==> config.mk <==
export PLATFORM = sky130hd
export DESIGN_NAME = lcdpc_ctrl
export DESIGN_NICKNAME = d
export VERILOG_FILES = /design/src/verilog/lcdpc_ctrl.v
export VERILOG_INCLUDE_DIRS = /design/src /design/src/verilog
export SDC_FILE = /design/constraint.sdc
export NUM_CORES = 1
export LEC_CHECK = 0
export ABC_CLOCK_PERIOD_IN_PS = 6810
export BUFFER_PORTS_ARGS = -buffer_cell sky130_fd_sc_hd__buf_2
export CAP_MARGIN = 5
export CORE_ASPECT_RATIO = 1.4
export CORE_MARGIN = 1
export CORE_UTILIZATION = 36
export DETAILED_ROUTE_END_ITERATION = 8
export GPL_ROUTABILITY_DRIVEN = 0
export MAX_ROUTING_LAYER = met4
export PLACE_DENSITY = 0.52
export SETUP_SLACK_MARGIN = 0.3
export SLEW_MARGIN = 25
export SYNTH_ARGS = -nofsm -noshare
export SYNTH_HDL_FRONTEND = slang
export SYNTH_SLANG_ARGS = --single-unit
==> constraint.sdc <==
create_clock -name pclk -period 6.81 [get_ports pclk]
set_input_delay 1.362 -clock pclk [delete_from_list [all_inputs] [get_ports pclk]]
set_output_delay 1.362 -clock pclk [all_outputs]
set_load 0.02 [all_outputs]
==> src/verilog/lcdpc_map.vh <==
// Register indices, field positions, reset values and timing counts of the panel controller.
// Included by the controller; holds definitions only.
`ifndef LCDPC_MAP_VH
`define LCDPC_MAP_VH
// Register indices; the APB byte address is four times the low 11 bits of the index.
`define LCDPC_IDX_FRAME_END     32'h0a00040e
`define LCDPC_IDX_CONTROL       32'h0a000410
`define LCDPC_IDX_INT_REQUEST   32'h0a000412
`define LCDPC_IDX_CONFIG        32'h0a000414
`define LCDPC_IDX_SCLK_TIMING   32'h0a000416
`define LCDPC_IDX_INT_STATUS    32'h0a000430
`define LCDPC_IDX_INT_CLEAR     32'h0a000431
`define LCDPC_IDX_INT_ENABLE    32'h0a000432
`define LCDPC_ADDR_W            13
// Control register fields.
`define LCDPC_CTL_THR_LSB       5
`define LCDPC_CTL_GATE          3
`define LCDPC_CTL_LPOL          2
`define LCDPC_CTL_FPOL          1
`define LCDPC_CTL_SPOL          0
// Interrupt request register fields.
`define LCDPC_REQ_VRT           2
`define LCDPC_REQ_OVR           1
// Configuration register fields.
`define LCDPC_CFG_ALT_LSB       8
`define LCDPC_CFG_SOFTRST       7
`define LCDPC_CFG_PRE_LSB       4
`define LCDPC_CFG_DEPTH_LSB     2
`define LCDPC_CFG_MONO          1
`define LCDPC_CFG_BUS8          0
// Shift clock timing fields.
`define LCDPC_SCT_LOW_LSB       8
`define LCDPC_SCT_HIGH_LSB      0
// Interrupt status, clear and enable fields.
`define LCDPC_INT_VBLANK        1
`define LCDPC_INT_OVR           0
// Reset values.
`define LCDPC_RST_REG16         16'h0000
`define LCDPC_RST_INT           2'h0
// Timing counts.
`define LCDPC_LINE_SCLKS        8'h50
`define LCDPC_FRAME_LINES       9'h0f0
`define LCDPC_VISIBLE_LINES     9'h0e8
`define LCDPC_FIFO_DWORDS       4'h8
`define LCDPC_SYNC_STAGES       3
`endif
==> src/verilog/lcdpc_ctrl.v <==
// LCD panel controller: APB register file, clock prescaler and gate, shift clock,
// line, frame and alternation signals, pixel FIFO fill control and interrupts.
// Assumes one 200 MHz pclk domain; test_mode is an asynchronous pin, fill_done is on pclk.
`timescale 1ns/1ps
`include "lcdpc_map.vh"
module lcdpc_ctrl (
    input  wire                     pclk,
    input  wire                     presetn,
    input  wire                     psel,
    input  wire                     penable,
    input  wire                     pwrite,
    input  wire [`LCDPC_ADDR_W-1:0] paddr,
    input  wire [31:0]              pwdata,
    output reg  [31:0]              prdata,
    output reg                      pready,
    output reg                      pslverr,
    input  wire                     test_mode,
    input  wire                     fill_done,
    output reg                      fill_request,
    output reg                      frame_start_pulse,
    output reg                      line_output_pulse,
    output reg                      shift_clock,
    output reg                      alternation,
    output reg  [3:0]               pixel_bits,
    output reg                      panel_is_mono,
    output reg                      panel_bus_width,
    output reg                      irq
);
    localparam [31:0] IDX_FEND = `LCDPC_IDX_FRAME_END;
    localparam [31:0] IDX_CTL  = `LCDPC_IDX_CONTROL;
    localparam [31:0] IDX_REQ  = `LCDPC_IDX_INT_REQUEST;
    localparam [31:0] IDX_CFG  = `LCDPC_IDX_CONFIG;
    localparam [31:0] IDX_SCT  = `LCDPC_IDX_SCLK_TIMING;
    localparam [31:0] IDX_IST  = `LCDPC_IDX_INT_STATUS;
    localparam [31:0] IDX_ICL  = `LCDPC_IDX_INT_CLEAR;
    localparam [31:0] IDX_IEN  = `LCDPC_IDX_INT_ENABLE;
    // Only the low index bits reach the bus; the upper bits are dropped on purpose.
    localparam [`LCDPC_ADDR_W-3:0] A_FEND = IDX_FEND[`LCDPC_ADDR_W-3:0];
    localparam [`LCDPC_ADDR_W-3:0] A_CTL  = IDX_CTL[`LCDPC_ADDR_W-3:0];
    localparam [`LCDPC_ADDR_W-3:0] A_REQ  = IDX_REQ[`LCDPC_ADDR_W-3:0];
    localparam [`LCDPC_ADDR_W-3:0] A_CFG  = IDX_CFG[`LCDPC_ADDR_W-3:0];
    localparam [`LCDPC_ADDR_W-3:0] A_SCT  = IDX_SCT[`LCDPC_ADDR_W-3:0];
    localparam [`LCDPC_ADDR_W-3:0] A_IST  = IDX_IST[`LCDPC_ADDR_W-3:0];
    localparam [`LCDPC_ADDR_W-3:0] A_ICL  = IDX_ICL[`LCDPC_ADDR_W-3:0];
    localparam [`LCDPC_ADDR_W-3:0] A_IEN  = IDX_IEN[`LCDPC_ADDR_W-3:0];

    reg  [8:0]  frame_pulse_end_y;
    reg  [7:0]  panel_control;
    reg         fifo_overrun_request;
    reg  [15:0] panel_config_primary;
    reg  [5:0]  shift_clk_low_cycles;
    reg  [5:0]  shift_clk_high_cycles;
    reg  [1:0]  int_status;
    reg  [1:0]  int_enable;
    reg  [2:0]  test_sync;
    reg         test_q;
    reg  [1:0]  div_cnt;
    reg         sclk_high;
    reg  [5:0]  phase_cnt;
    reg  [7:0]  sclk_in_line;
    reg  [8:0]  line_num;
    reg  [2:0]  dword_shifts;
    reg  [3:0]  fifo_level;
    reg         line_flag;
    reg         frame_flag;
    reg         alt_level;
    reg  [7:0]  alt_cnt;
    reg  [31:0] next_rdata;
    reg         next_err;
    reg         tick;

    wire [`LCDPC_ADDR_W-3:0] idx = paddr[`LCDPC_ADDR_W-1:2];
    wire        wr_en   = psel & penable & pready & pwrite;
    wire        wr_fend = wr_en & (idx == A_FEND);
    wire        wr_ctl  = wr_en & (idx == A_CTL);
    wire        wr_req  = wr_en & (idx == A_REQ);
    wire        wr_cfg  = wr_en & (idx == A_CFG);
    wire        wr_sct  = wr_en & (idx == A_SCT);
    wire        wr_icl  = wr_en & (idx == A_ICL);
    wire        wr_ien  = wr_en & (idx == A_IEN);
    wire        ctl_rst = test_q & panel_config_primary[`LCDPC_CFG_SOFTRST];
    wire [2:0]  fill_threshold = panel_control[`LCDPC_CTL_THR_LSB +: 3];
    wire [7:0]  alternation_period = panel_config_primary[`LCDPC_CFG_ALT_LSB +: 8];
    wire [1:0]  prescale = panel_config_primary[`LCDPC_CFG_PRE_LSB +: 2];
    wire [1:0]  depth    = panel_config_primary[`LCDPC_CFG_DEPTH_LSB +: 2];
    wire        vblank   = (line_num >= `LCDPC_VISIBLE_LINES);
    wire [5:0]  phase_len = sclk_high ? shift_clk_high_cycles : shift_clk_low_cycles;
    wire        phase_end = tick & (phase_cnt + 6'h01 >= phase_len);
    wire        sclk_done = phase_end & ~sclk_high;
    wire        line_end  = sclk_done & (sclk_in_line == `LCDPC_LINE_SCLKS - 8'h01);
    wire        frame_end = line_end & (line_num == `LCDPC_FRAME_LINES - 9'h001);
    wire [2:0]  dword_len = panel_config_primary[`LCDPC_CFG_BUS8] ? 3'h3 : 3'h7;
    wire        consume   = sclk_done & ~vblank & (dword_shifts == dword_len);
    wire        underrun  = consume & (fifo_level == 4'h0);
    wire        vblank_start = line_end & (line_num == `LCDPC_VISIBLE_LINES - 9'h001);

    // Controller clock tick from the prescaler, stopped while the gate bit is clear.
    always @* begin
        case (prescale)
            2'h0:    tick = panel_control[`LCDPC_CTL_GATE];
            2'h1:    tick = div_cnt[0] & panel_control[`LCDPC_CTL_GATE];
            2'h2:    tick = (div_cnt == 2'h3) & panel_control[`LCDPC_CTL_GATE];
            default: tick = 1'b0;
        endcase
    end

    // Register read mux; reserved bits stay zero.
    always @* begin
        next_rdata = 32'h0000_0000;
        next_err   = 1'b0;
        case (idx)
            A_FEND:  next_rdata[8:0] = frame_pulse_end_y;
            A_CTL:   next_rdata[7:0] = {panel_control[7:5], 1'b0, panel_control[3:0]};
            A_REQ: begin
                next_rdata[`LCDPC_REQ_VRT] = vblank;
                next_rdata[`LCDPC_REQ_OVR] = fifo_overrun_request;
            end
            A_CFG:   next_rdata[15:0] = {panel_config_primary[15:7], 1'b0,
                                         panel_config_primary[5:0]};
            A_SCT:   next_rdata[15:0] = {2'h0, shift_clk_low_cycles,
                                         2'h0, shift_clk_high_cycles};
            A_IST:   next_rdata[1:0] = int_status;
            A_ICL:   next_rdata[1:0] = 2'h0;
            A_IEN:   next_rdata[1:0] = int_enable;
            default: next_err = 1'b1;
        endcase
    end

    // APB slave: answer is ready in the first access cycle.
    always @(posedge pclk or negedge presetn) begin
        if (!presetn) begin
            pready  <= 1'b0;
            pslverr <= 1'b0;
            prdata  <= 32'h0000_0000;
        end else begin
            pready  <= psel & ~penable;
            pslverr <= psel & ~penable & next_err;
            prdata  <= (psel & ~penable & ~pwrite) ? next_rdata : 32'h0000_0000;
        end
    end

    // Software registers.
    always @(posedge pclk or negedge presetn) begin
        if (!presetn) begin
            frame_pulse_end_y     <= 9'h000;
            panel_control         <= 8'h00;
            panel_config_primary  <= `LCDPC_RST_REG16;
            shift_clk_low_cycles  <= 6'h00;
            shift_clk_high_cycles <= 6'h00;
            int_enable            <= `LCDPC_RST_INT;
        end else begin
            if (wr_fend)
                frame_pulse_end_y <= pwdata[8:0];
            if (wr_ctl)
                panel_control <= {pwdata[7:5], 1'b0, pwdata[3:0]};
            if (wr_cfg)
                panel_config_primary <= {pwdata[15:7], 1'b0, pwdata[5:0]};
            if (wr_sct) begin
                shift_clk_low_cycles  <= pwdata[`LCDPC_SCT_LOW_LSB +: 6];
                shift_clk_high_cycles <= pwdata[`LCDPC_SCT_HIGH_LSB +: 6];
            end
            if (wr_ien)
                int_enable <= pwdata[1:0];
        end
    end

    // Sticky flags; a new event wins over a clear in the same cycle.
    always @(posedge pclk or negedge presetn) begin
        if (!presetn) begin
            fifo_overrun_request <= 1'b0;
            int_status           <= `LCDPC_RST_INT;
            irq                  <= 1'b0;
        end else begin
            if (underrun)
                fifo_overrun_request <= 1'b1;
            else if (wr_req & ~pwdata[`LCDPC_REQ_OVR])
                fifo_overrun_request <= 1'b0;
            int_status[`LCDPC_INT_OVR] <= underrun |
                (int_status[`LCDPC_INT_OVR] & ~(wr_icl & pwdata[`LCDPC_INT_OVR]));
            int_status[`LCDPC_INT_VBLANK] <= vblank_start |
                (int_status[`LCDPC_INT_VBLANK] & ~(wr_icl & pwdata[`LCDPC_INT_VBLANK]));
            irq <= |(int_status & int_enable);
        end
    end

    // Test mode pin synchroniser; a change counts once stages two and three agree.
    always @(posedge pclk or negedge presetn) begin
        if (!presetn) begin
            test_sync <= 3'h0;
            test_q    <= 1'b0;
        end else begin
            test_sync <= {test_sync[1:0], test_mode};
            if (test_sync[1] == test_sync[2])
                test_q <= test_sync[2];
        end
    end

    // Panel timing: shift clock phases, line and frame counters, alternation.
    always @(posedge pclk or negedge presetn) begin
        if (!presetn) begin
            div_cnt      <= 2'h0;
            sclk_high    <= 1'b1;
            phase_cnt    <= 6'h00;
            sclk_in_line <= 8'h00;
            line_num     <= 9'h000;
            dword_shifts <= 3'h0;
            line_flag    <= 1'b0;
            frame_flag   <= 1'b0;
            alt_level    <= 1'b0;
            alt_cnt      <= 8'h00;
        end else if (ctl_rst) begin
            div_cnt      <= 2'h0;
            sclk_high    <= 1'b1;
            phase_cnt    <= 6'h00;
            sclk_in_line <= 8'h00;
            line_num     <= 9'h000;
            dword_shifts <= 3'h0;
            line_flag    <= 1'b0;
            frame_flag   <= 1'b0;
            alt_level    <= 1'b0;
            alt_cnt      <= 8'h00;
        end else begin
            div_cnt <= div_cnt + 2'h1;
            if (tick)
                phase_cnt <= phase_end ? 6'h00 : phase_cnt + 6'h01;
            if (phase_end)
                sclk_high <= ~sclk_high;
            if (sclk_done) begin
                sclk_in_line <= line_end ? 8'h00 : sclk_in_line + 8'h01;
                dword_shifts <= (dword_shifts == dword_len) ? 3'h0 : dword_shifts + 3'h1;
            end
            if (tick)
                line_flag <= line_end;
            if (line_end) begin
                line_num <= frame_end ? 9'h000 : line_num + 9'h001;
                if (frame_end)
                    frame_flag <= 1'b1;
                else if (line_num + 9'h001 == frame_pulse_end_y)
                    frame_flag <= 1'b0;
                if (alternation_period == 8'h00) begin
                    if (frame_end)
                        alt_level <= ~alt_level;
                end else if (alt_cnt + 8'h01 >= alternation_period) begin
                    alt_cnt   <= 8'h00;
                    alt_level <= ~alt_level;
                end else begin
                    alt_cnt <= alt_cnt + 8'h01;
                end
            end
        end
    end

    // Pixel FIFO level and refill request.
    always @(posedge pclk or negedge presetn) begin
        if (!presetn) begin
            fifo_level   <= 4'h0;
            fill_request <= 1'b0;
        end else if (ctl_rst) begin
            fifo_level   <= 4'h0;
            fill_request <= 1'b0;
        end else begin
            if (fill_done & fill_request) begin
                fifo_level   <= `LCDPC_FIFO_DWORDS;
                fill_request <= 1'b0;
            end else begin
                if (consume & ~underrun)
                    fifo_level <= fifo_level - 4'h1;
                if (fifo_level <= {1'b0, fill_threshold})
                    fill_request <= 1'b1;
            end
        end
    end

    // Panel pins, registered, with polarity applied.
    always @(posedge pclk or negedge presetn) begin
        if (!presetn) begin
            frame_start_pulse <= 1'b0;
            line_output_pulse <= 1'b0;
            shift_clock       <= 1'b0;
            alternation       <= 1'b0;
            pixel_bits        <= 4'h1;
            panel_is_mono     <= 1'b0;
            panel_bus_width   <= 1'b0;
        end else begin
            frame_start_pulse <= frame_flag ^ panel_control[`LCDPC_CTL_FPOL];
            line_output_pulse <= line_flag ^ panel_control[`LCDPC_CTL_LPOL];
            shift_clock       <= sclk_high ^ ~panel_control[`LCDPC_CTL_SPOL];
            alternation       <= alt_level;
            pixel_bits        <= 4'h1 << depth;
            panel_is_mono     <= panel_config_primary[`LCDPC_CFG_MONO];
            panel_bus_width   <= panel_config_primary[`LCDPC_CFG_BUS8];
        end
    end
endmodule

**Word level (Yosys, flattened, before mapping)**

Cells that the tools add are included.

- Bits in registers: 126
- Input bits: 52
- Word-level logic and storage cells: 177

- Add/subtract/negate cells: 7
- $lt $le $gt $ge: 4
- Equality and inequality tests: 19
- Shifts and indexed selects: 1
- Multiplexer cells: 49
- Bitwise gates (word level): 47
- Reductions and logical operators: 17

Operators by type and width:

| operator | count |
|---|---|
| equality test 11 bit, second input constant | 8 |
| 2-to-1 mux 8 bit | 7 |
| bitwise AND 1 bit | 31 |
| 2-to-1 mux 9 bit | 3 |
| 2-to-1 mux 6 bit | 4 |
| case mux 5 bit (4 select lines) | 1 |
| 2-to-1 mux 1 bit | 19 |
| equality test 9 x 8 -> 1 bit, second input constant | 2 |
| adder 8 x 1 -> 8 bit, second input constant | 2 |
| 2-to-1 mux 16 bit | 1 |
| case mux 7 bit (2 select lines) | 1 |
| 2-to-1 mux 3 bit | 4 |
| 2-to-1 mux 4 bit | 3 |
| nonzero test 3 bit | 4 |
| NOT 1 bit | 10 |
| nonzero test 2 bit | 5 |
| adder 9 x 1 -> 9 bit, second input constant | 1 |
| equality test 9 bit | 1 |
| >= comparator 9 x 8 -> 1 bit, second input constant | 1 |
| equality test 8 x 7 -> 1 bit, second input constant | 1 |
| >= comparator 8 bit | 1 |
| logical NOT 8 bit | 1 |
| OR reduction 8 bit | 1 |
| case mux 1 bit (7 select lines) | 1 |
| 25 further kinds | 31 |

**Logic depth before layout (Yosys ltp)**

Gate-level depths: netlist (run 1).

- Word-level depth: 13
- Mapped depth: 11

**Worst setup path before layout (run 1)**

Ideal clock, no wire load.

- Kind: input-to-reg
- From: in paddr[3]
- To: reg frame_pulse_end_y[0]
- Library setup time: 0.125 ns
- Arrival time: 2.947 ns
- Path slack: 3.738 ns
- Cell stages on the path: 7
- Buffers on the path: 2
- Cell sequence: clkbuf_1 > nor2b_1 > nand2_1 > nor4b_1 > and3_1 > buf_2 > mux2_2

- Cells in the longest elaborated chain, start to end: 2

RTL lines:

| element | RTL line | text |
|---|---|---|
| from (decl) | lcdpc_ctrl.v:12 | `` input wire [`LCDPC_ADDR_W-1:0] paddr, `` |
| equality test 11 bit | lcdpc_ctrl.v:74 | `wire wr_fend = wr_en & (idx == A_FEND);` |
| bitwise AND 1 bit | lcdpc_ctrl.v:74 |  |
| to (signal assigned) | lcdpc_ctrl.v:153 | `frame_pulse_end_y <= pwdata[8:0];` |
| to (decl) | lcdpc_ctrl.v:47 | `reg [8:0] frame_pulse_end_y;` |

Every way passes these cells.
A chain may end at the register's enable or synchronous reset.

**Worst setup path after layout (run 1)**

- From: in paddr[3]
- To: reg prdata[5]

- Cells in the longest elaborated chain, start to end: 3

RTL lines:

| element | RTL line | text |
|---|---|---|
| equality test 11 bit | lcdpc_ctrl.v:111 | `case (idx)` |
| case mux 5 bit (4 select lines) * | lcdpc_ctrl.v:111 |  |
| 2-to-1 mux 16 bit * | lcdpc_ctrl.v:138 | `prdata <= (psel & ~penable & ~pwrite) ? next_rdata : 32'h0000_0000;` |
| to (signal assigned) | lcdpc_ctrl.v:138 |  |
| to (decl) | lcdpc_ctrl.v:14 | `output reg [31:0] prdata,` |

Mark *: on every way between the ends. The rest lies on a longest branch, timed or not.

==> results.ini, run 1 <==
[hold_path]
hold_path_class = reg -> reg

[logic_synthesis]
synth_flop_cell = dfrtp_1
async_flop_share_pct = 100
synth_area_per_cell_um2 = 10.7
ys_seq_area_share_pct = 48.8
yosys.cell_types.count = 60
synth_seq_cells = 126
syn_inst = 607
ys_warn_count = 0
synth_area_um2 = 6470
synth_edf_count = 0

[grt]
grt-ovfl-total = 0
grt_pass1_vias = 4824
antenna_found_initial = 0
grt_usage_pct = 19.1
grt_max_degree = 66
grt_first_pass_wirelength_um = 25700

[finish]
final_common_cell = dfrtp_1
syn_to_final_growth_pct = 17.7
fin_nets = 745
diodes = 0
fin_area_um2 = 7620
drive_gt1_share_pct = 23.2
layout_common_cells = 124 x dfrtp_1, 62 x buf_2, 50 x mux2_2, 47 x nand2_1, 40 x nor2_1

[power]
swShare_pct = 20.1
p_total_mw = 1.87
combPwrFrac_pct = 3.2
power_leakage_nw = 3.64
power_density_nw_per_um2 = 246
peakVddDrop_mv = 0.164
power_frac_clock_pct = 56.2
p_int_mw = 1.49
power_switching_mw = 0.376
p_seq_share_pct = 40.6

[timing]
setup_violations = 0
tns_ns = 0
maxSlewViolCount = 0
fin_worst_skew_ns = 0.00446
finalCritPeriodShare_pct = 48.7
rsz0062_at_grt = no
relSlewSlack_pct = 43.7
worstMarginPinSlew_ns = 0.842
finalCriticalPeriod_ns = 3.32
hold_viol = 0
fin_ws_ns = 3.49
fmax_ghz = 0.302

[run]
drv_cap = 0

[setup_path]
worstPathMaxFanout = 11
worstReg2RegStart = sclk_high
crit_path_end_kind = register
cp.required_ns = 7.14
r2r_end = phase_cnt[0]
reg2reg_depth = 8
worstSetupPathType = in -> reg
cp_slowest_cell = and2_1
r2r_slack_ns = 3.79
crit_path_start = paddr[3]
arrival_ns = 3.65
crit_end = prdata[5]
startpoint_type = primary input
critPathMaxStageDelay_ns = 0.55
crit_path_cell_trace = buf_2, nor2b_1, nand2_1, nor4b_1, and2_1, o21ai_0, a21oi_1

[floorplan]
core_area_um2 = 17500
initial_core_util_pct = 37.0
die-area_um2 = 18500
die_w_um = 115
pin_count = 98
die_h_um = 161
fp-row-count = 57

[clock_tree]
cts_tree = yes
cts_made_buffers = 17
clock-sinks = 126
ctsHoldBuffers = 0
cts_resized = 0
clk_latency_ns = 0.42
cts_max_level = 4
clock_path_buffers = 2
path_clk_slew_ns = 0.05
cts-root-buf = clkbuf_16
post_cts_buffers = 0

[detailed_routing]
final_antenna_net_count = 0
route.detailed.drc = 0
wl_um = 16000
viasPerCell = 5.31
drt-initial-drc-count = 331
detail_route.wl_per_cell_um = 17.5
num_vias = 4850
drt_pre_antenna_iters = 5

[place]
place_ws_ns = 3.14
place_area_um2 = 6930
place_hpwl_um = 11500
port_buffers = 63

[run_status]
status = finished, final reports clean

-- power by group through the flow --
| stage | clock network (mW) | logic [mW] | registers [mW] |
|---|---|---|---|
| 2_1_floorplan | 0 | 0.0302 | 0.774 |
| 3_3_place_gp | 0 | 0.0611 | 0.772 |
| 3_5_place_dp | 0 | 0.0622 | 0.772 |
| 4_1_cts | 1.08 | 0.0621 | 0.759 |
| 5_1_grt | 1.10 | 0.0690 | 0.759 |
| 6_report | 1.05 | 0.0607 | 0.759 |
-- worst max-delay path, delay by kind of cell --
| kind | cells | cell delay (ns) |
|---|---|---|
| and+or+nand+nor | 4 | 1.42 |
| buffers and inverters | 1 | 0.18 |
| AOI/OAI and AO/OA | 2 | 0.68 |
-- final cells by class --
cell class	count	area, um^2
Tap cell	236	295
Multi-Input combinational cell	432	3060
Clock inverter	9	205
Sequential cell	126	3160
Timing Repair Buffer	65	333
Inverter	23	86.3
Fill cell	1650	9860
Clock buffer	22	484
-- synthesized netlist by cell type (all sizes together), types with 6 or more instances --
library cell,number,area [um^2]
dfrtp,124,3100
mux2,50,563
nand2,47,176
nor2,43,169
a21oi,30,150
ha,28,350
buf,26,176
inv,23,86.3
nand3,19,108
o21ai,19,95.1
clkbuf,15,56.3
xnor2,13,114
a22o,12,105
xor2,12,105
a31oi,10,62.6
nand4,10,62.6
a22oi,9,67.6
mux2i,9,90.1
nor4,9,56.3
nand2b,8,50.1
nor3,8,40.0
or3,8,55.1
and2,7,43.8
and3,7,43.8
nor2b,7,43.8
a222oi,6,60.1
-- flip-flops by register name, summed over array words and instances (netlist names), 2 cells and up --
register	flops
prdata	16
panel_config_primary	15
frame_pulse_end_y	9
line_num	9
alt_cnt	8
sclk_in_line	8
panel_control	7
phase_cnt	6
shift_clk_high_cycles	6
shift_clk_low_cycles	6
fifo_level	4
pixel_bits	4
dword_shifts	3
test_sync	3
div_cnt	2
int_enable	2
int_status	2
-- how the worst min path moves through the flow --
stage / depth (start not counted) / end / slack, ns / startpoint
floorplan: 0 / test_sync[1] / 0.33 / test_sync[0]
global placement: 0 / test_sync[1] / 0.34 / test_sync[0]
detailed placement: 0 / test_sync[1] / 0.34 / test_sync[0]
CTS: 0 / test_sync[1] / 0.36 / test_sync[0]
global route: 0 / test_sync[1] / 0.36 / test_sync[0]
finish: 0 / test_sync[1] / 0.35 / test_sync[0]
-- cell families (layout without fill, tap and decap cells) --
| kind of cell | count (synthesis) | count (layout) | synth area share [%] |
|---|---|---|---|
| mux | 60 | 60 | 10.4 |
| other cells | 1 | 16 | 0.0580 |
| fa+ha+maj | 29 | 29 | 5.57 |
| flops | 126 | 126 | 48.8 |
| compound gates | 111 | 111 | 11.5 |
| xor+xnor | 25 | 25 | 3.38 |
| buf+inv | 64 | 119 | 4.93 |
| simple gates | 191 | 191 | 15.4 |
-- per-layer routing --
layer | GRT usage [%] | routed length [um]
met1 | 21.9 | 6640
met2 | 32.1 | 8290
met3 | 3.85 | 674
met4 | 8.32 | 382
met5 | - | 0
-- through the flow --
stage / hold slack (ns) / utilization, % / cells
after CTS: 0.355 / 43.6 / 913
after global routing: 0.356 / 43.6 / 913
after floorplan: 0.331 / - / 622
after detailed placement: 0.343 / 39.6 / 882
final: 0.350 / 43.6 / 913
after global placement: 0.339 / 39.6 / 882
(Power assumes the default switching activity.)
==> inputs of run 2 (changes only) <==
Settings changed: ABC_AREA set to 1, ABC_CLOCK_PERIOD_IN_PS 6810 to 2710, PLACE_DENSITY 0.52 to 0.53.
Clock period 6.81 ns to 2.71 ns, I/O delays scaled along.
==> run 2 against run 1 <==
Effect of this change:
- non-clock buffer count is 25 higher
- die area is 4.4% higher
- combinational power grew to 4.9 times the previous value
- largest power group unchanged
- sequential power grew to 2.5 times the previous value
- setup slack worse by 3.1 ns
==> results.ini, run 2 <==
[power]
p_seq_share_pct = 43.5
p_int_mw = 3.30
power_leakage_nw = 4.00
peakVddDrop_mv = 0.375
combPwrFrac_pct = 6.7
power_switching_mw = 1.15
power_frac_clock_pct = 49.8
power_density_nw_per_um2 = 538
swShare_pct = 25.8

[clock_tree]
cts_made_buffers = 17
cts-root-buf = clkbuf_16
cts_tree = yes
ctsHoldBuffers = 0
clock_path_buffers = 2
path_clk_slew_ns = 0.06
clock-sinks = 126
clk_latency_ns = 0.42
cts_max_level = 4

[detailed_routing]
num_vias = 5392
viasPerCell = 4.75
wl_um = 16700
final_antenna_net_count = 0
drt_pre_antenna_iters = 5
drt-initial-drc-count = 253
route.detailed.drc = 0
detail_route.wl_per_cell_um = 14.7

[grt]
grt_pass1_vias = 5121
antenna_found_initial = 0
use_met3_pct = 3.68
gr-max-usage-layer = met2
grt_util_met1_pct = 21.2
met2_usage_pct = 31.8
grt-ovfl-total = 0
grt_max_degree = 54
grt_usage_pct = 18.7
grt_first_pass_wirelength_um = 26800

[logic_synthesis]
synth_flop_cell = dfrtp_1
async_flop_share_pct = 100
synth_area_per_cell_um2 = 8.62
synth_top_cell_by_area = dfrtp_1
synth_area_um2 = 6760
synth_top_family_by_area = simple AND/OR/NAND/NOR gates
synthSimpleGateAreaFrac_pct = 22.0
synth_edf_count = 0
synth_commonest_cells = 168 x nand2_1, 124 x dfrtp_1, 114 x inv_1
syn_inst = 784
synth_seq_cells = 126
synth-xor-area-share_pct = 2.85
yosys.area_share.adder_pct = 5.33
ys_warn_count = 0
synthMuxAreaShare_pct = 1.33
ys_seq_area_share_pct = 46.7
synth_area_leaders = dfrtp_1 46%, nand2_1 9.3%, inv_1 6.3%
synth_top_area_share_pct = 45.9
yosysMostFrequentCell = nand2_1
synth-compound-area-share_pct = 12.1
yosys.cell_types.count = 52

[setup_path]
worstSetupPathType = reg -> reg
crit_path_end_kind = register
crit_family = simple AND/OR/NAND/NOR gates
arrival_ns = 2.67
cp_slowest_cell = dfrtp_1
worstPathMaxFanout = 7
startpoint_type = register
critPathMaxStageDelay_ns = 0.40
crit_path_cell_trace = ha_2, nand3_2, xor2_2, inv_1, ha_1, nand2_1, nor2_1, nand2_1, nand2_2, nand2_2, nor2_4, nor2_4, buf_6, a22o_1
cp.required_ns = 3.01
cp.buffers_inverters = 2

[place]
place_hpwl_um = 12700
place_ws_ns = 0.124
port_buffers = 63
dp.cells = 1088
place_area_um2 = 7340

[finish]
syn_to_final_growth_pct = 22.1
fin_area_um2 = 8250
drive_gt1_share_pct = 24.0
regMostFlops = prdata
largest_reg_flops = 16
diodes = 0
largestRegisters = prdata x16, panel_config_primary x15
fin_cells = 1135
utilization_pct = 45.5
final_common_cell = nand2_1
layout_common_cells = 161 x nand2_1, 123 x dfrtp_1, 109 x inv_1, 62 x buf_2
fin_nets = 962

[timing]
fin_worst_skew_ns = 0.0102
setup_violations = 0
tns_ns = 0
finalCritPeriodShare_pct = 87.3
fmax_ghz = 0.423
hold_viol = 0
fin_ws_ns = 0.345
worstMarginPinSlew_ns = 0.615
rsz0062_at_grt = yes
maxSlewViolCount = 0
relSlewSlack_pct = 58.7
finalCriticalPeriod_ns = 2.36

[floorplan]
pin_count = 98
die_w_um = 118
fp-row-count = 58
initial_core_util_pct = 37.3
die_h_um = 164
core_area_um2 = 18100
die-area_um2 = 19300

[run_status]
status = finished, final reports clean

[run]
drv_cap = 0

[hold_path]
hold_path_class = in -> async

==> run 2: metal layers <==
| layer | vias to the layer above | wire [um] |
|---|---|---|
| met1 | 2511 | 7050 |
| met3 | 30 | 597 |
| li1 | 2731 | - |
| met5 | - | 0 |
| met2 | 120 | 8600 |
| met4 | 0 | 442 |
==> run 2: cells by family (layout without fill, tap and decap cells) <==
group           count (synthesis)  count (layout)
buf+inv                       147             243
compound gates                133             133
simple gates                  318             318
mux                             8               8
flops                         126             126
fa+ha+maj                      29              29
other cells                     1              16
xor+xnor                       22              22
==> run 2: worst register-to-register path: cells and delay by family, from the launching register on <==
kind / cells / cell delay, ns
flip-flops: 1 / 0.40
AO/OA/AOI/OAI: 1 / 0.20
buffers and inverters: 2 / 0.20
XOR/XNOR: 1 / 0.15
AND/OR/NAND/NOR: 8 / 0.83
adder cells (fa/ha/maj): 2 / 0.48
==> run 2: metrics by stage <==
| stage | total power, mW | hold WS (ns) |
|---|---|---|
| after floorplan | 2.14 | 0.246 |
| after detailed placement | 2.25 | 0.345 |
| after global routing | 4.64 | 0.105 |
| final | 4.44 | 0.0682 |
| after global placement | 2.25 | 0.336 |
| after CTS | 4.49 | 0.0816 |
==> run 2: area by class of cell <==
class,instances,area (um^2)
Tap cell,240,300
Multi-Input combinational cell,526,3190
Fill cell,1816,9890
Sequential cell,126,3160
Clock inverter,15,146
Clock buffer,17,425
Inverter,121,459
Timing Repair Buffer,90,576
==> run 2: path summary, 6_finish.rpt <==
| kind | from | end | slack, ns | depth (start not counted) |
|---|---|---|---|---|
| max | phase_cnt[1] | dword_shifts[1] | 0.35 | 14 |
| min | presetn | frame_pulse_end_y[7] | 0.07 | 1 |
| max reg2reg | phase_cnt[1] | dword_shifts[1] | 0.35 | 14 |
| min reg2reg | test_sync[0] | test_sync[1] | 0.36 | 0 |
| max in group asynchronous | presetn | shift_clk_high_cycles[0] | 1.91 | 2 |
| min in group pclk | test_mode | test_sync[0] | 0.22 | 1 |
==> run 2: power by group through the flow <==
stage | registers, mW | logic [mW] | clock network [mW]
6_report | 1.93 | 0.299 | 2.21
5_1_grt | 1.93 | 0.339 | 2.36
4_1_cts | 1.93 | 0.292 | 2.26
3_5_place_dp | 1.97 | 0.282 | 0
3_3_place_gp | 1.97 | 0.281 | 0
2_1_floorplan | 1.97 | 0.167 | 0
==> run 2: timing repair <==
item                       CTS  global route
pin swaps                   12            17
setup endpoints to repair   35            34
resized for setup           18            42
buffers inserted             6             9
